==> config.mk <==
export PLATFORM = sky130hd
export DESIGN_NAME = ccs_top
export DESIGN_NICKNAME = d
export VERILOG_FILES = /design/src/include/ccs_pkg.sv /design/src/hw/ccs_top.sv
export SDC_FILE = /design/constraint.sdc
export NUM_CORES = 1
export LEC_CHECK = 0
export ABC_AREA = 1
export BUFFER_PORTS_ARGS = -buffer_cell sky130_fd_sc_hd__buf_2
export CORE_ASPECT_RATIO = 0.6
export CORE_MARGIN = 4
export CORE_UTILIZATION = 49
export CTS_CLUSTER_SIZE = 30
export DETAILED_ROUTE_END_ITERATION = 10
export PLACE_DENSITY = 0.76
export SLEW_MARGIN = 0
export SYNTH_ARGS = -nofsm -noshare
export SYNTH_HDL_FRONTEND = slang
export SYNTH_SLANG_ARGS = --single-unit
==> constraint.sdc <==
create_clock -name i_clk -period 3.35 [get_ports i_clk]
set_clock_uncertainty 0.05 [all_clocks]
set_input_delay 0.5025 -clock i_clk [delete_from_list [all_inputs] [get_ports i_clk]]
set_output_delay 0.5025 -clock i_clk [all_outputs]
set_load 0.1 [all_outputs]
==> src/include/ccs_pkg.sv <==
// Shared constants, types and helpers of the context stack and pointer unit.
// Overview of operation
// - Stack reset enabled: full or underflow sets its flag, then resets device.
// - Stack reset disabled: full or underflow sets its flag, no device reset.
// - Full and underflow flags stay set until software clear or power-on reset.
// - Shadow stack holds one status, working, bank copy; never bus-accessible.
// - Every interrupt vector copies status, working and bank into shadow.
// - A nested high-priority interrupt overwrites the low-priority shadow copy.
// - Fast interrupt return reloads the three registers; plain return does not.
// - Fast call saves the three registers into the shadow stack.
// - Fast subroutine return restores the three registers from the shadow.
// - Adding working to program counter low advances the counter by bytes.
// - Return with literal returns and hands the literal back in working.
// - Table read uses pointer as byte address, one byte into table latch.
// - Indirect operands are virtual and reach the location the pair addresses.
// - Post-decrement accesses at the pointer, then decrements the pair.
// - Post-increment accesses at the pointer, then increments the pair.
// - Pre-increment increments the pair first, then accesses the new value.
// - Offset operand accesses pointer plus signed working, -128 to 127.
// - Plain and offset operands leave pointer and working unchanged.
// - Increments and decrements span the pair; low rollover carries high.
// - Pointer updates by the operands alter no status flag.
// - Indirect access aimed at a virtual operand reads zero, writes nothing.
package ccs_pkg;

	// ********************************************************************
	// Register map of the bus slave.
	// ********************************************************************
	localparam int          AXI_ADDR_W     = 8;
	localparam logic [7:0]  REG_CFG        = 8'h00;
	localparam logic [7:0]  REG_STK_FLAGS  = 8'h04;
	localparam logic [7:0]  REG_PTR0       = 8'h08;
	localparam logic [7:0]  REG_PTR1       = 8'h0c;
	localparam logic [7:0]  REG_PTR2       = 8'h10;
	localparam logic [7:0]  REG_TBL_PTR    = 8'h14;
	localparam logic [7:0]  REG_TBL_LATCH  = 8'h18;
	localparam int          CFG_SRE_BIT    = 0;
	localparam int          FLAG_FULL_BIT  = 0;
	localparam int          FLAG_UNF_BIT   = 1;
	localparam logic        CFG_SRE_RST    = 1'b0;
	localparam logic [1:0]  FLAGS_RST      = 2'h0;
	localparam logic [1:0]  RESP_OKAY      = 2'h0;
	localparam logic [1:0]  RESP_SLVERR    = 2'h2;

	// ********************************************************************
	// Address space and virtual operand windows.
	// ********************************************************************
	localparam int          DATA_ADDR_W    = 12;
	localparam int          PC_W           = 21;
	localparam int          TBL_W          = 21;
	localparam int          NUM_PTR        = 3;
	localparam int          VIRT_OPS       = 5;
	localparam logic [11:0] VIRT_TOP0      = 12'hfef;
	localparam logic [11:0] VIRT_TOP1      = 12'hfe7;
	localparam logic [11:0] VIRT_TOP2      = 12'hfdf;

	// ********************************************************************
	// Types.
	// ********************************************************************
	typedef struct packed {
		logic [7:0] status;
		logic [7:0] working;
		logic [7:0] bank;
	} ccs_ctx_t;

	typedef enum logic [2:0] {
		IND_PLAIN   = 3'b000,
		IND_POST_DECREMENT_OPERAND = 3'b001,
		IND_POST_INCREMENT_OPERAND = 3'b010,
		IND_PRE_INCREMENT_OPERAND  = 3'b011,
		IND_OFFSET_BY_WORKING_OPERAND   = 3'b100
	} ccs_ind_mode_t;

	typedef struct packed {
		logic                   we;
		logic [DATA_ADDR_W-1:0] addr;
		logic [7:0]             wdata;
	} ccs_mem_req_t;

	typedef enum logic [1:0] {
		ST_IDLE     = 2'b00,
		ST_IND_WAIT = 2'b01,
		ST_TBL_WAIT = 2'b10
	} ccs_state_t;

	// Sign-extends an 8-bit offset to the data address width.
	function automatic logic [DATA_ADDR_W-1:0] ccs_sext(input logic [7:0] v);
		ccs_sext = {{(DATA_ADDR_W-8){v[7]}}, v};
	endfunction : ccs_sext

	// True when an address hits any of the virtual operand windows.
	function automatic logic ccs_is_virtual(
		input logic [DATA_ADDR_W-1:0] a);
		logic [DATA_ADDR_W-1:0] d0;
		logic [DATA_ADDR_W-1:0] d1;
		logic [DATA_ADDR_W-1:0] d2;
		d0 = VIRT_TOP0 - a;
		d1 = VIRT_TOP1 - a;
		d2 = VIRT_TOP2 - a;
		ccs_is_virtual = (a <= VIRT_TOP0 && d0 < VIRT_OPS) ||
			(a <= VIRT_TOP1 && d1 < VIRT_OPS) ||
			(a <= VIRT_TOP2 && d2 < VIRT_OPS);
	endfunction : ccs_is_virtual

	// Merges a bus write into an old word under its byte strobes.
	function automatic logic [31:0] ccs_merge(input logic [31:0] old,
		input logic [31:0] wd, input logic [3:0] strb);
		for (int i = 0; i < 4; i++) begin
			old[i*8 +: 8] = strb[i] ? wd[i*8 +: 8] : old[i*8 +: 8];
		end
		ccs_merge = old;
	endfunction : ccs_merge

endpackage : ccs_pkg

==> src/hw/ccs_top.sv <==
// Context shadow stack, stack fault flags, table reads and indirect pointers.
`timescale 1ns/1ps
module ccs_top (
	input  wire logic                               i_clk,
	input  wire logic                               i_rstn,
	// AXI4-Lite slave.
	input  wire logic [ccs_pkg::AXI_ADDR_W-1:0]     i_s_axi_awaddr,
	input  wire logic                               i_s_axi_awvalid,
	output logic                                    o_s_axi_awready,
	input  wire logic [31:0]                        i_s_axi_wdata,
	input  wire logic [3:0]                         i_s_axi_wstrb,
	input  wire logic                               i_s_axi_wvalid,
	output logic                                    o_s_axi_wready,
	output logic [1:0]                              o_s_axi_bresp,
	output logic                                    o_s_axi_bvalid,
	input  wire logic                               i_s_axi_bready,
	input  wire logic [ccs_pkg::AXI_ADDR_W-1:0]     i_s_axi_araddr,
	input  wire logic                               i_s_axi_arvalid,
	output logic                                    o_s_axi_arready,
	output logic [31:0]                             o_s_axi_rdata,
	output logic [1:0]                              o_s_axi_rresp,
	output logic                                    o_s_axi_rvalid,
	input  wire logic                               i_s_axi_rready,
	// Core events and context.
	input  wire ccs_pkg::ccs_ctx_t                  i_ctx,
	input  wire logic                               i_int_vector,
	input  wire logic                               i_call_fast,
	input  wire logic                               i_return_from_interrupt_instr_fast,
	input  wire logic                               i_return_fast,
	input  wire logic                               i_stack_full_evt,
	input  wire logic                               i_stack_unf_evt,
	output logic                                    o_device_reset,
	output logic                                    o_restore_valid,
	output ccs_pkg::ccs_ctx_t                       o_restore,
	// Computed jump and literal return.
	input  wire logic                               i_pcl_add,
	input  wire logic [ccs_pkg::PC_W-1:0]           i_pc,
	input  wire logic                               i_return_with_literal_instr,
	input  wire logic [7:0]                         i_literal,
	output logic                                    o_pc_load,
	output logic [ccs_pkg::PC_W-1:0]                o_pc_next,
	output logic                                    o_working_load,
	output logic [7:0]                              o_working_value,
	// Table read port to program memory.
	input  wire logic                               i_tbl_read,
	input  wire logic                               i_tbl_post_increment_operand,
	output logic                                    o_pm_req,
	output logic [ccs_pkg::TBL_W-2:0]               o_pm_word_addr,
	input  wire logic                               i_pm_valid,
	input  wire logic [15:0]                        i_pm_word,
	// Indirect access port.
	input  wire logic                               i_ind_req,
	input  wire logic [1:0]                         i_ind_ptr,
	input  wire ccs_pkg::ccs_ind_mode_t             i_ind_mode,
	input  wire logic                               i_ind_we,
	input  wire logic [7:0]                         i_ind_wdata,
	output logic                                    o_mem_req,
	output ccs_pkg::ccs_mem_req_t                   o_mem,
	input  wire logic [7:0]                         i_mem_rdata,
	output logic                                    o_ind_done,
	output logic [7:0]                              o_ind_rdata,
	output logic                                    o_busy
);
	import ccs_pkg::*;

	localparam int AW = DATA_ADDR_W;

	// ********************************************************************
	// State.
	// ********************************************************************
	logic                 cfg_sre_q;
	logic [1:0]           flags_q;
	logic [1:0]           flags_d;
	logic                 rst_pend_q;
	ccs_ctx_t             shadow_q;
	logic [AW-1:0]        ptr_q [NUM_PTR];
	logic [TBL_W-1:0]     tbl_ptr_q;
	logic [7:0]           tbl_latch_q;
	ccs_state_t           state_q;
	logic                 tbl_inc_q;
	logic                 ind_rd_q;
	logic                 ind_virt_q;
	logic                 awready_q;
	logic                 wready_q;
	logic                 bvalid_q;
	logic [1:0]           bresp_q;
	logic                 arready_q;
	logic                 rvalid_q;
	logic [1:0]           rresp_q;
	logic [31:0]          rdata_q;
	logic [7:0]           aw_addr_q;
	logic                 aw_have_q;
	logic [31:0]          w_data_q;
	logic [3:0]           w_strb_q;
	logic                 w_have_q;

	// ********************************************************************
	// Bus write decode.
	// ********************************************************************
	// Address and data are latched separately, so either may come first.
	wire aw_take  = i_s_axi_awvalid & awready_q;
	wire w_take   = i_s_axi_wvalid & wready_q;
	wire wr_fire  = aw_have_q & w_have_q & ~bvalid_q;
	wire wr_cfg   = wr_fire & (aw_addr_q == REG_CFG);
	wire wr_flags = wr_fire & (aw_addr_q == REG_STK_FLAGS);
	wire wr_ptr0  = wr_fire & (aw_addr_q == REG_PTR0);
	wire wr_ptr1  = wr_fire & (aw_addr_q == REG_PTR1);
	wire wr_ptr2  = wr_fire & (aw_addr_q == REG_PTR2);
	wire wr_tbl   = wr_fire & (aw_addr_q == REG_TBL_PTR);
	wire wr_latch = wr_fire & (aw_addr_q == REG_TBL_LATCH);
	wire wr_hit   = wr_cfg | wr_flags | wr_ptr0 | wr_ptr1 | wr_ptr2 |
		wr_tbl | wr_latch;
	wire [31:0] cfg_new = ccs_merge({31'h0, cfg_sre_q}, w_data_q, w_strb_q);
	wire [1:0]  flag_clr = (wr_flags & w_strb_q[0]) ? w_data_q[1:0] : 2'h0;
	wire [31:0] tbl_new = ccs_merge({11'h0, tbl_ptr_q}, w_data_q, w_strb_q);
	wire [2:0]  wr_ptr_sel = {wr_ptr2, wr_ptr1, wr_ptr0};

	// ********************************************************************
	// Bus read decode.
	// ********************************************************************
	// The shadow stack has no address, so software can never observe it.
	wire       ar_take = i_s_axi_arvalid & arready_q;
	wire [7:0] ra      = i_s_axi_araddr;
	wire       rd_hit  = (ra == REG_CFG) | (ra == REG_STK_FLAGS) |
		(ra == REG_PTR0) | (ra == REG_PTR1) | (ra == REG_PTR2) |
		(ra == REG_TBL_PTR) | (ra == REG_TBL_LATCH);
	wire [31:0] rd_word =
		(ra == REG_CFG)       ? {31'h0, cfg_sre_q} :
		(ra == REG_STK_FLAGS) ? {30'h0, flags_q} :
		(ra == REG_PTR0)      ? {20'h0, ptr_q[0]} :
		(ra == REG_PTR1)      ? {20'h0, ptr_q[1]} :
		(ra == REG_PTR2)      ? {20'h0, ptr_q[2]} :
		(ra == REG_TBL_PTR)   ? {11'h0, tbl_ptr_q} :
		(ra == REG_TBL_LATCH) ? {24'h0, tbl_latch_q} : 32'h0;

	// ********************************************************************
	// Indirect address generation.
	// ********************************************************************
	wire           idle     = (state_q == ST_IDLE);
	wire           ind_go   = idle & i_ind_req;
	wire           tbl_go   = idle & ~i_ind_req & i_tbl_read;
	wire [AW-1:0]  ptr_cur  = ptr_q[i_ind_ptr];
	wire [AW-1:0]  ptr_inc  = ptr_cur + 12'h001;
	wire [AW-1:0]  ptr_dec  = ptr_cur - 12'h001;
	// The offset sum is never written back.
	wire [AW-1:0]  ptr_offs = ptr_cur + ccs_sext(i_ctx.working);
	wire [AW-1:0]  ind_ea   =
		(i_ind_mode == IND_PRE_INCREMENT_OPERAND) ? ptr_inc :
		(i_ind_mode == IND_OFFSET_BY_WORKING_OPERAND)  ? ptr_offs :
		ptr_cur;
	wire           ptr_upd  = ind_go & ((i_ind_mode == IND_POST_DECREMENT_OPERAND) |
		(i_ind_mode == IND_POST_INCREMENT_OPERAND) | (i_ind_mode == IND_PRE_INCREMENT_OPERAND));
	wire [AW-1:0]  ptr_next = (i_ind_mode == IND_POST_DECREMENT_OPERAND) ? ptr_dec :
		ptr_inc;
	wire           ea_virt  = ccs_is_virtual(ind_ea);
	wire [TBL_W-1:0] tbl_inc = tbl_ptr_q + 21'h000001;
	wire [7:0]     tbl_byte = tbl_ptr_q[0] ? i_pm_word[15:8] :
		i_pm_word[7:0];

	// Fault flags: hardware set beats a software clear in the same cycle.
	assign flags_d = (flags_q & ~flag_clr) |
		{i_stack_unf_evt, i_stack_full_evt};

	// ********************************************************************
	// Bus slave handshake.
	// ********************************************************************
	// One write and one read at a time; ready drops while a beat is held.
	always_ff @(posedge i_clk) begin
		if (!i_rstn) begin
			awready_q <= 1'b1;
			wready_q  <= 1'b1;
			aw_have_q <= 1'b0;
			w_have_q  <= 1'b0;
			aw_addr_q <= 8'h00;
			w_data_q  <= 32'h0;
			w_strb_q  <= 4'h0;
			bvalid_q  <= 1'b0;
			bresp_q   <= RESP_OKAY;
		end else begin
			if (aw_take) begin
				aw_addr_q <= i_s_axi_awaddr;
				aw_have_q <= 1'b1;
				awready_q <= 1'b0;
			end
			if (w_take) begin
				w_data_q <= i_s_axi_wdata;
				w_strb_q <= i_s_axi_wstrb;
				w_have_q <= 1'b1;
				wready_q <= 1'b0;
			end
			if (wr_fire) begin
				bvalid_q  <= 1'b1;
				bresp_q   <= wr_hit ? RESP_OKAY : RESP_SLVERR;
				aw_have_q <= 1'b0;
				w_have_q  <= 1'b0;
			end else if (bvalid_q & i_s_axi_bready) begin
				bvalid_q  <= 1'b0;
				awready_q <= 1'b1;
				wready_q  <= 1'b1;
			end
		end
	end

	// Read answers one cycle after the address is taken.
	always_ff @(posedge i_clk) begin
		if (!i_rstn) begin
			arready_q <= 1'b1;
			rvalid_q  <= 1'b0;
			rresp_q   <= RESP_OKAY;
			rdata_q   <= 32'h0;
		end else if (ar_take) begin
			arready_q <= 1'b0;
			rvalid_q  <= 1'b1;
			rresp_q   <= rd_hit ? RESP_OKAY : RESP_SLVERR;
			rdata_q   <= rd_word;
		end else if (rvalid_q & i_s_axi_rready) begin
			arready_q <= 1'b1;
			rvalid_q  <= 1'b0;
		end
	end

	// ********************************************************************
	// Stack faults and device reset.
	// ********************************************************************
	// The flag lands first; the reset request follows one edge later so the
	// flag is already visible when the rest of the chip is reset. Only
	// i_rstn and a software clear write clear the flags, never the reset this block requests.
	always_ff @(posedge i_clk) begin
		if (!i_rstn) begin
			cfg_sre_q      <= CFG_SRE_RST;
			flags_q        <= FLAGS_RST;
			rst_pend_q     <= 1'b0;
			o_device_reset <= 1'b0;
		end else begin
			if (wr_cfg) begin
				cfg_sre_q <= cfg_new[CFG_SRE_BIT];
			end
			flags_q        <= flags_d;
			rst_pend_q     <= cfg_sre_q &
				(i_stack_full_evt | i_stack_unf_evt);
			o_device_reset <= rst_pend_q;
		end
	end

	// ********************************************************************
	// Shadow context stack.
	// ********************************************************************
	// A single slot: any new save, including a nested interrupt, overwrites.
	always_ff @(posedge i_clk) begin
		if (!i_rstn) begin
			shadow_q        <= '0;
			o_restore_valid <= 1'b0;
			o_restore       <= '0;
		end else begin
			if (i_int_vector | i_call_fast) begin
				shadow_q <= i_ctx;
			end
			// A plain interrupt return never raises the restore strobe.
			o_restore_valid <= i_return_from_interrupt_instr_fast | i_return_fast;
			o_restore       <= shadow_q;
		end
	end

	// ********************************************************************
	// Computed jump and literal return.
	// ********************************************************************
	// Odd offsets land mid-instruction; software must keep them even.
	always_ff @(posedge i_clk) begin
		if (!i_rstn) begin
			o_pc_load       <= 1'b0;
			o_pc_next       <= '0;
			o_working_load  <= 1'b0;
			o_working_value <= 8'h00;
		end else begin
			o_pc_load       <= i_pcl_add;
			o_pc_next       <= i_pc + {13'h0, i_ctx.working};
			o_working_load  <= i_return_with_literal_instr;
			o_working_value <= i_literal;
		end
	end

	// ********************************************************************
	// Pointer pairs.
	// ********************************************************************
	// Core updates win over a bus write to the same pair in one cycle.
	// Nothing here touches status flags.
	always_ff @(posedge i_clk) begin
		if (!i_rstn) begin
			for (int i = 0; i < NUM_PTR; i++) begin
				ptr_q[i] <= '0;
			end
		end else begin
			for (int i = 0; i < NUM_PTR; i++) begin
				if (ptr_upd && i_ind_ptr == i[1:0]) begin
					ptr_q[i] <= ptr_next;
				end else if (wr_ptr_sel[i]) begin
					// Whole-pair write; strobes are not merged here.
					ptr_q[i] <= w_data_q[AW-1:0];
				end
			end
		end
	end

	// ********************************************************************
	// Access sequencer.
	// ********************************************************************
	// Indirect accesses take two edges; a virtual target is never driven to
	// memory, so it cannot be read or written through another pointer.
	always_ff @(posedge i_clk) begin
		if (!i_rstn) begin
			state_q     <= ST_IDLE;
			o_mem_req   <= 1'b0;
			o_mem       <= '0;
			o_ind_done  <= 1'b0;
			o_ind_rdata <= 8'h00;
			ind_rd_q    <= 1'b0;
			ind_virt_q  <= 1'b0;
			o_pm_req    <= 1'b0;
			o_pm_word_addr <= '0;
			tbl_inc_q   <= 1'b0;
			tbl_ptr_q   <= '0;
			tbl_latch_q <= 8'h00;
			o_busy      <= 1'b0;
		end else begin
			o_mem_req  <= 1'b0;
			o_ind_done <= 1'b0;
			o_pm_req   <= 1'b0;
			if (wr_tbl & idle) begin
				tbl_ptr_q <= tbl_new[TBL_W-1:0];
			end
			unique case (state_q)
				ST_IDLE: begin
					if (ind_go) begin
						o_mem_req  <= ~ea_virt;
						o_mem.we   <= i_ind_we;
						o_mem.addr <= ind_ea;
						o_mem.wdata <= i_ind_wdata;
						ind_rd_q   <= ~i_ind_we;
						ind_virt_q <= ea_virt;
						o_busy     <= 1'b1;
						state_q    <= ST_IND_WAIT;
					end else if (tbl_go) begin
						o_pm_req       <= 1'b1;
						o_pm_word_addr <= tbl_ptr_q[TBL_W-1:1];
						tbl_inc_q      <= i_tbl_post_increment_operand;
						o_busy         <= 1'b1;
						state_q        <= ST_TBL_WAIT;
					end
				end
				ST_IND_WAIT: begin
					o_ind_rdata <= (ind_rd_q & ~ind_virt_q) ?
						i_mem_rdata : 8'h00;
					o_ind_done  <= 1'b1;
					o_busy      <= 1'b0;
					state_q     <= ST_IDLE;
				end
				ST_TBL_WAIT: begin
					if (i_pm_valid) begin
						tbl_latch_q <= tbl_byte;
						if (tbl_inc_q) begin
							tbl_ptr_q <= tbl_inc;
						end
						o_busy  <= 1'b0;
						state_q <= ST_IDLE;
					end
				end
				default: begin
					state_q <= ST_IDLE;
					o_busy  <= 1'b0;
				end
			endcase
		end
	end

	// ********************************************************************
	// Output drive.
	// ********************************************************************
	assign o_s_axi_awready = awready_q;
	assign o_s_axi_wready  = wready_q;
	assign o_s_axi_bvalid  = bvalid_q;
	assign o_s_axi_bresp   = bresp_q;
	assign o_s_axi_arready = arready_q;
	assign o_s_axi_rvalid  = rvalid_q;
	assign o_s_axi_rresp   = rresp_q;
	assign o_s_axi_rdata   = rdata_q;

endmodule : ccs_top

==> summary.md <==
| Metric | Value |
|---|---|
| HPWL after DPL | `35500 µm` |
| Kind of cell adding the most delay to the critical path | `simple AND/OR/NAND/NOR gates` |
| Die Footprint | `30700 µm²` |
| Layout cells sized above 1 | `22.4%` |
| Post-Route WL | `46000 µm` |
| YS warnings | `0` |
| Post-layout min period | `3.21 ns` |
| Hold Crit Start | `i_literal[1]` |
| Area leader, netlist | `dfxtp_1` |
| Most numerous cell in the Yosys netlist | `nand2_1` |
| Post-Syn Area | `13700 µm²` |
| Rows | `47` |
| Residual DRC | `0` |
| Synthesized area per cell | `7.20 µm²` |
| Top cell by count, worst path | `nand2_1` |
| Worst-skew pair later-pin latency | `0.57 ns` |
| Peak Freq | `0.312 GHz` |
| Largest net degree at the start of global routing | `101` |
| DRT Pass-1 Iters | `6` |
| Via density per instance | `5.43` |
| Finish-stage setup viols | `0` |
| GRT Total Usage | `28.3%` |
| Synth area leaders | `dfxtp_1 34%, nand2_1 11%, edfxtp_1 7.9%, o21ai_0 6.4%, inv_1 6.4%` |
| Layout area overhead | `22.9%` |
| CP Cell Sequence | `nand2_1 -> nand3_4 -> ha_1 -> or2_2 -> nand3_1 -> nand3_1 -> nand2_1 -> nand2_1 -> nand2_1 -> nand2_1 -> nand2_2 -> ha_2 -> inv_2 -> a21oi_4 -> o21ai_1 -> nor2_1 -> nand3_1 -> nor2_1 -> nand2_1 -> nand2_1 -> nor2_1` |
| Bufs on Longest Clock Path | `3` |
| Number of global-route vias before repair | `12695` |
| Crit-path max cell delay | `0.42 ns` |
| Slew Limit Headroom | `31.8%` |
| Hold path depth | `3` |
| H-tree depth | `1` |
| # IOs | `313` |
| EDFF count, synth | `36` |
| Worst Setup SP | `ptr_q[0][2]` |
| Worst-path clk slew | `0.07 ns` |
| Chip Height | `137 µm` |
| Utilization after layout | `61.1%` |
| First-pass GRT wire length | `69600 µm` |
| Final setup margin | `0.140 ns` |
| Async S/R FF share, synth | `0%` |
| Worst hold path class | `input pin to register` |
| CTS root buffer | `clkbuf_16` |
| Antenna viol nets, final | `0` |
| PD cells | `506 nW/µm²` |
| Fin area | `16800 µm²` |
| Remaining Overflow, GRT | `0` |
| #FFs+latches synth | `270` |
| Buffers added on ports | `287` |
| Post-synth cell types | `56` |
| Top cell type's share of synthesized area | `34.3%` |
| Critical path data arrival time | `3.59 ns` |
| Crit Path Category | `register to register` |
| Fillers | `2571` |
| Max-cap violation count | `0` |
| Initial antenna violation count | `4` |
| Vias after detailed routing | `14198` |
| Clock Sinks | `270` |
| Fin. Hold Viols | `0` |
| Die width | `224 µm` |
| Final Wtd Congestion | `0.994` |
| Slew Viols, Final | `0` |
| Critical Path Start Type | `register` |
| Outcome | `complete, no violations` |
| Core area | `27500 µm²` |
| R2r setup slk | `0.14 ns` |
| Critical Path Fanout Max | `4` |
| Leakage | `8.33 nW` |
| Initial Util | `49.7%` |
| DR WL/cell | `17.6 µm` |
| Worst reg-to-reg path cell count | `21` |
| TritonCTS clock tree | `yes` |
| Drt initial violations | `1534` |
| Max VDD drop | `0.399 mV` |
| Bufs and invs on worst path | `1` |
| Period Utilization, post-route | `95.8%` |
| Crit path max-delay cell type | `edfxtp_1` |
| Register area share after synthesis | `42.2%` |
| Reg-to-Reg End | `o_mem_req` |
| Most used DFF post-synth | `dfxtp_1` |
| Cells after Synth | `1899` |
| Nets@finish | `2418` |
| Req. time, crit path | `3.73 ns` |
| Area of placed instances | `15800 µm²` |
| CTS buffer count | `27` |
| Most frequent cells after synthesis | `398 x nand2_1, 234 x dfxtp_1, 233 x inv_1` |
| Kind of end point of the critical path | `register` |
| Worst-case hold path end point | `o_working_value[1]` |
| Setup WS pre-CTS | `-0.387 ns` |
| Reg-to-Reg Start | `ptr_q[0][2]` |
| Slew @ Worst Pin | `1.02 ns` |
==> layout make-up <==
| cell class | count | area (µm²) | area share (%) |
|---|---|---|---|
| antenna | 3 | 7.51 | 0.0447 |
| clock inverter | 10 | 125 | 0.745 |
| tap | 367 | 459 | 2.73 |
| multi-input combinational | 1307 | 6660 | 39.6 |
| inverter | 245 | 920 | 5.47 |
| sequential | 270 | 5770 | 34.3 |
| clock buffer | 36 | 749 | 4.46 |
| timing repair buffer | 376 | 2120 | 12.6 |
==> sequential cells by signal (all words and copies together) (netlist names), 8 cells and up <==
signal and count:
shadow_q 24, o_pc_next 21, o_s_axi_rdata 21, tbl_latch_q 8
aw_addr_q 8, o_pm_word_addr 20, o_ind_rdata 8, o_working_value 8
o_restore 24, o_mem 21, ptr_q 36, w_data_q 21
tbl_ptr_q 21
==> placed cells by master, fill, tap and decap left out, types with 27 or more instances in the layout <==
| cell | count |
|---|---|
| a21oi_1 | 156 |
| buf_2 | 286 |
| buf_4 | 89 |
| clkbuf_16 | 27 |
| dfxtp_1 | 234 |
| edfxtp_1 | 36 |
| inv_1 | 232 |
| nand2_1 | 394 |
| nand3_1 | 114 |
| nor2_1 | 210 |
| o211ai_1 | 31 |
| o21ai_0 | 174 |
==> through the flow <==
step	power, W	setup TNS (ns)	hold WS, ns	instances
after floorplan	0.00491	0	0.340	1911
after global placement	0.00540	-0.478	0.360	2560
after detailed placement	0.00543	-0.723	0.364	2560
after CTS	0.00848	0	0.0579	2606
after global routing	0.00880	-0.0179	0.0690	2614
final	0.00850	0	0.0752	2614
==> tightest hold or removal path, stage by stage <==
cell	delay (ns)
buf_2	0.07
nand2_1	0.04
inv_1	0.04
==> routing by layer <==
layer,wire length [µm],up-vias,share of wire [%],global-route usage [%]
li1,-,6849,-,-
met1,21100,6575,46,42.6
met2,18900,705,41,41.0
met3,5180,67,11,7.03
met4,798,2,1.7,6.23
met5,12,-,0.026,0
==> where the power goes <==
group	leakage, nW	internal [W]	switching [W]
logic	5.60	0.000468	0.00141
clock network	0.434	0.00173	0.00135
registers	2.30	0.00345	0.0000889
==> how the worst max path moves through the flow <==
stage,endpoint,cells after the start,slack [ns]
final,o_mem_req,21,0.14
after global routing,o_mem_req,23,-0.02
after CTS,o_mem_req,23,0.002
after detailed placement,o_mem_req,25,-0.39
after global placement,o_mem_req,25,-0.26
after floorplan,o_mem_req,24,0.07
==> kinds of logic (layout without fill, tap and decap cells) <==
| family | Yosys count | after routing | share of synthesized area, % |
|---|---|---|---|
| simple gates | 825 | 825 | 27.0 |
| compound gates | 431 | 431 | 17.4 |
| buf+inv | 334 | 667 | 10.0 |
| flops | 270 | 270 | 42.2 |
| fa+ha+maj | 29 | 29 | 2.76 |
| xor+xnor | 9 | 9 | 0.577 |
| other cells | 1 | 16 | 0.0274 |
==> timing repair <==
item / CTS / global route
pin swaps: 0 / 2
hold buffers: 0 / 0
setup buffers: 0 / 5
setup endpoints to repair: 2 / 2
cloned: 0 / 0
resized for setup: 2 / 17
Note: power is estimated with default switching activity, not from simulation.
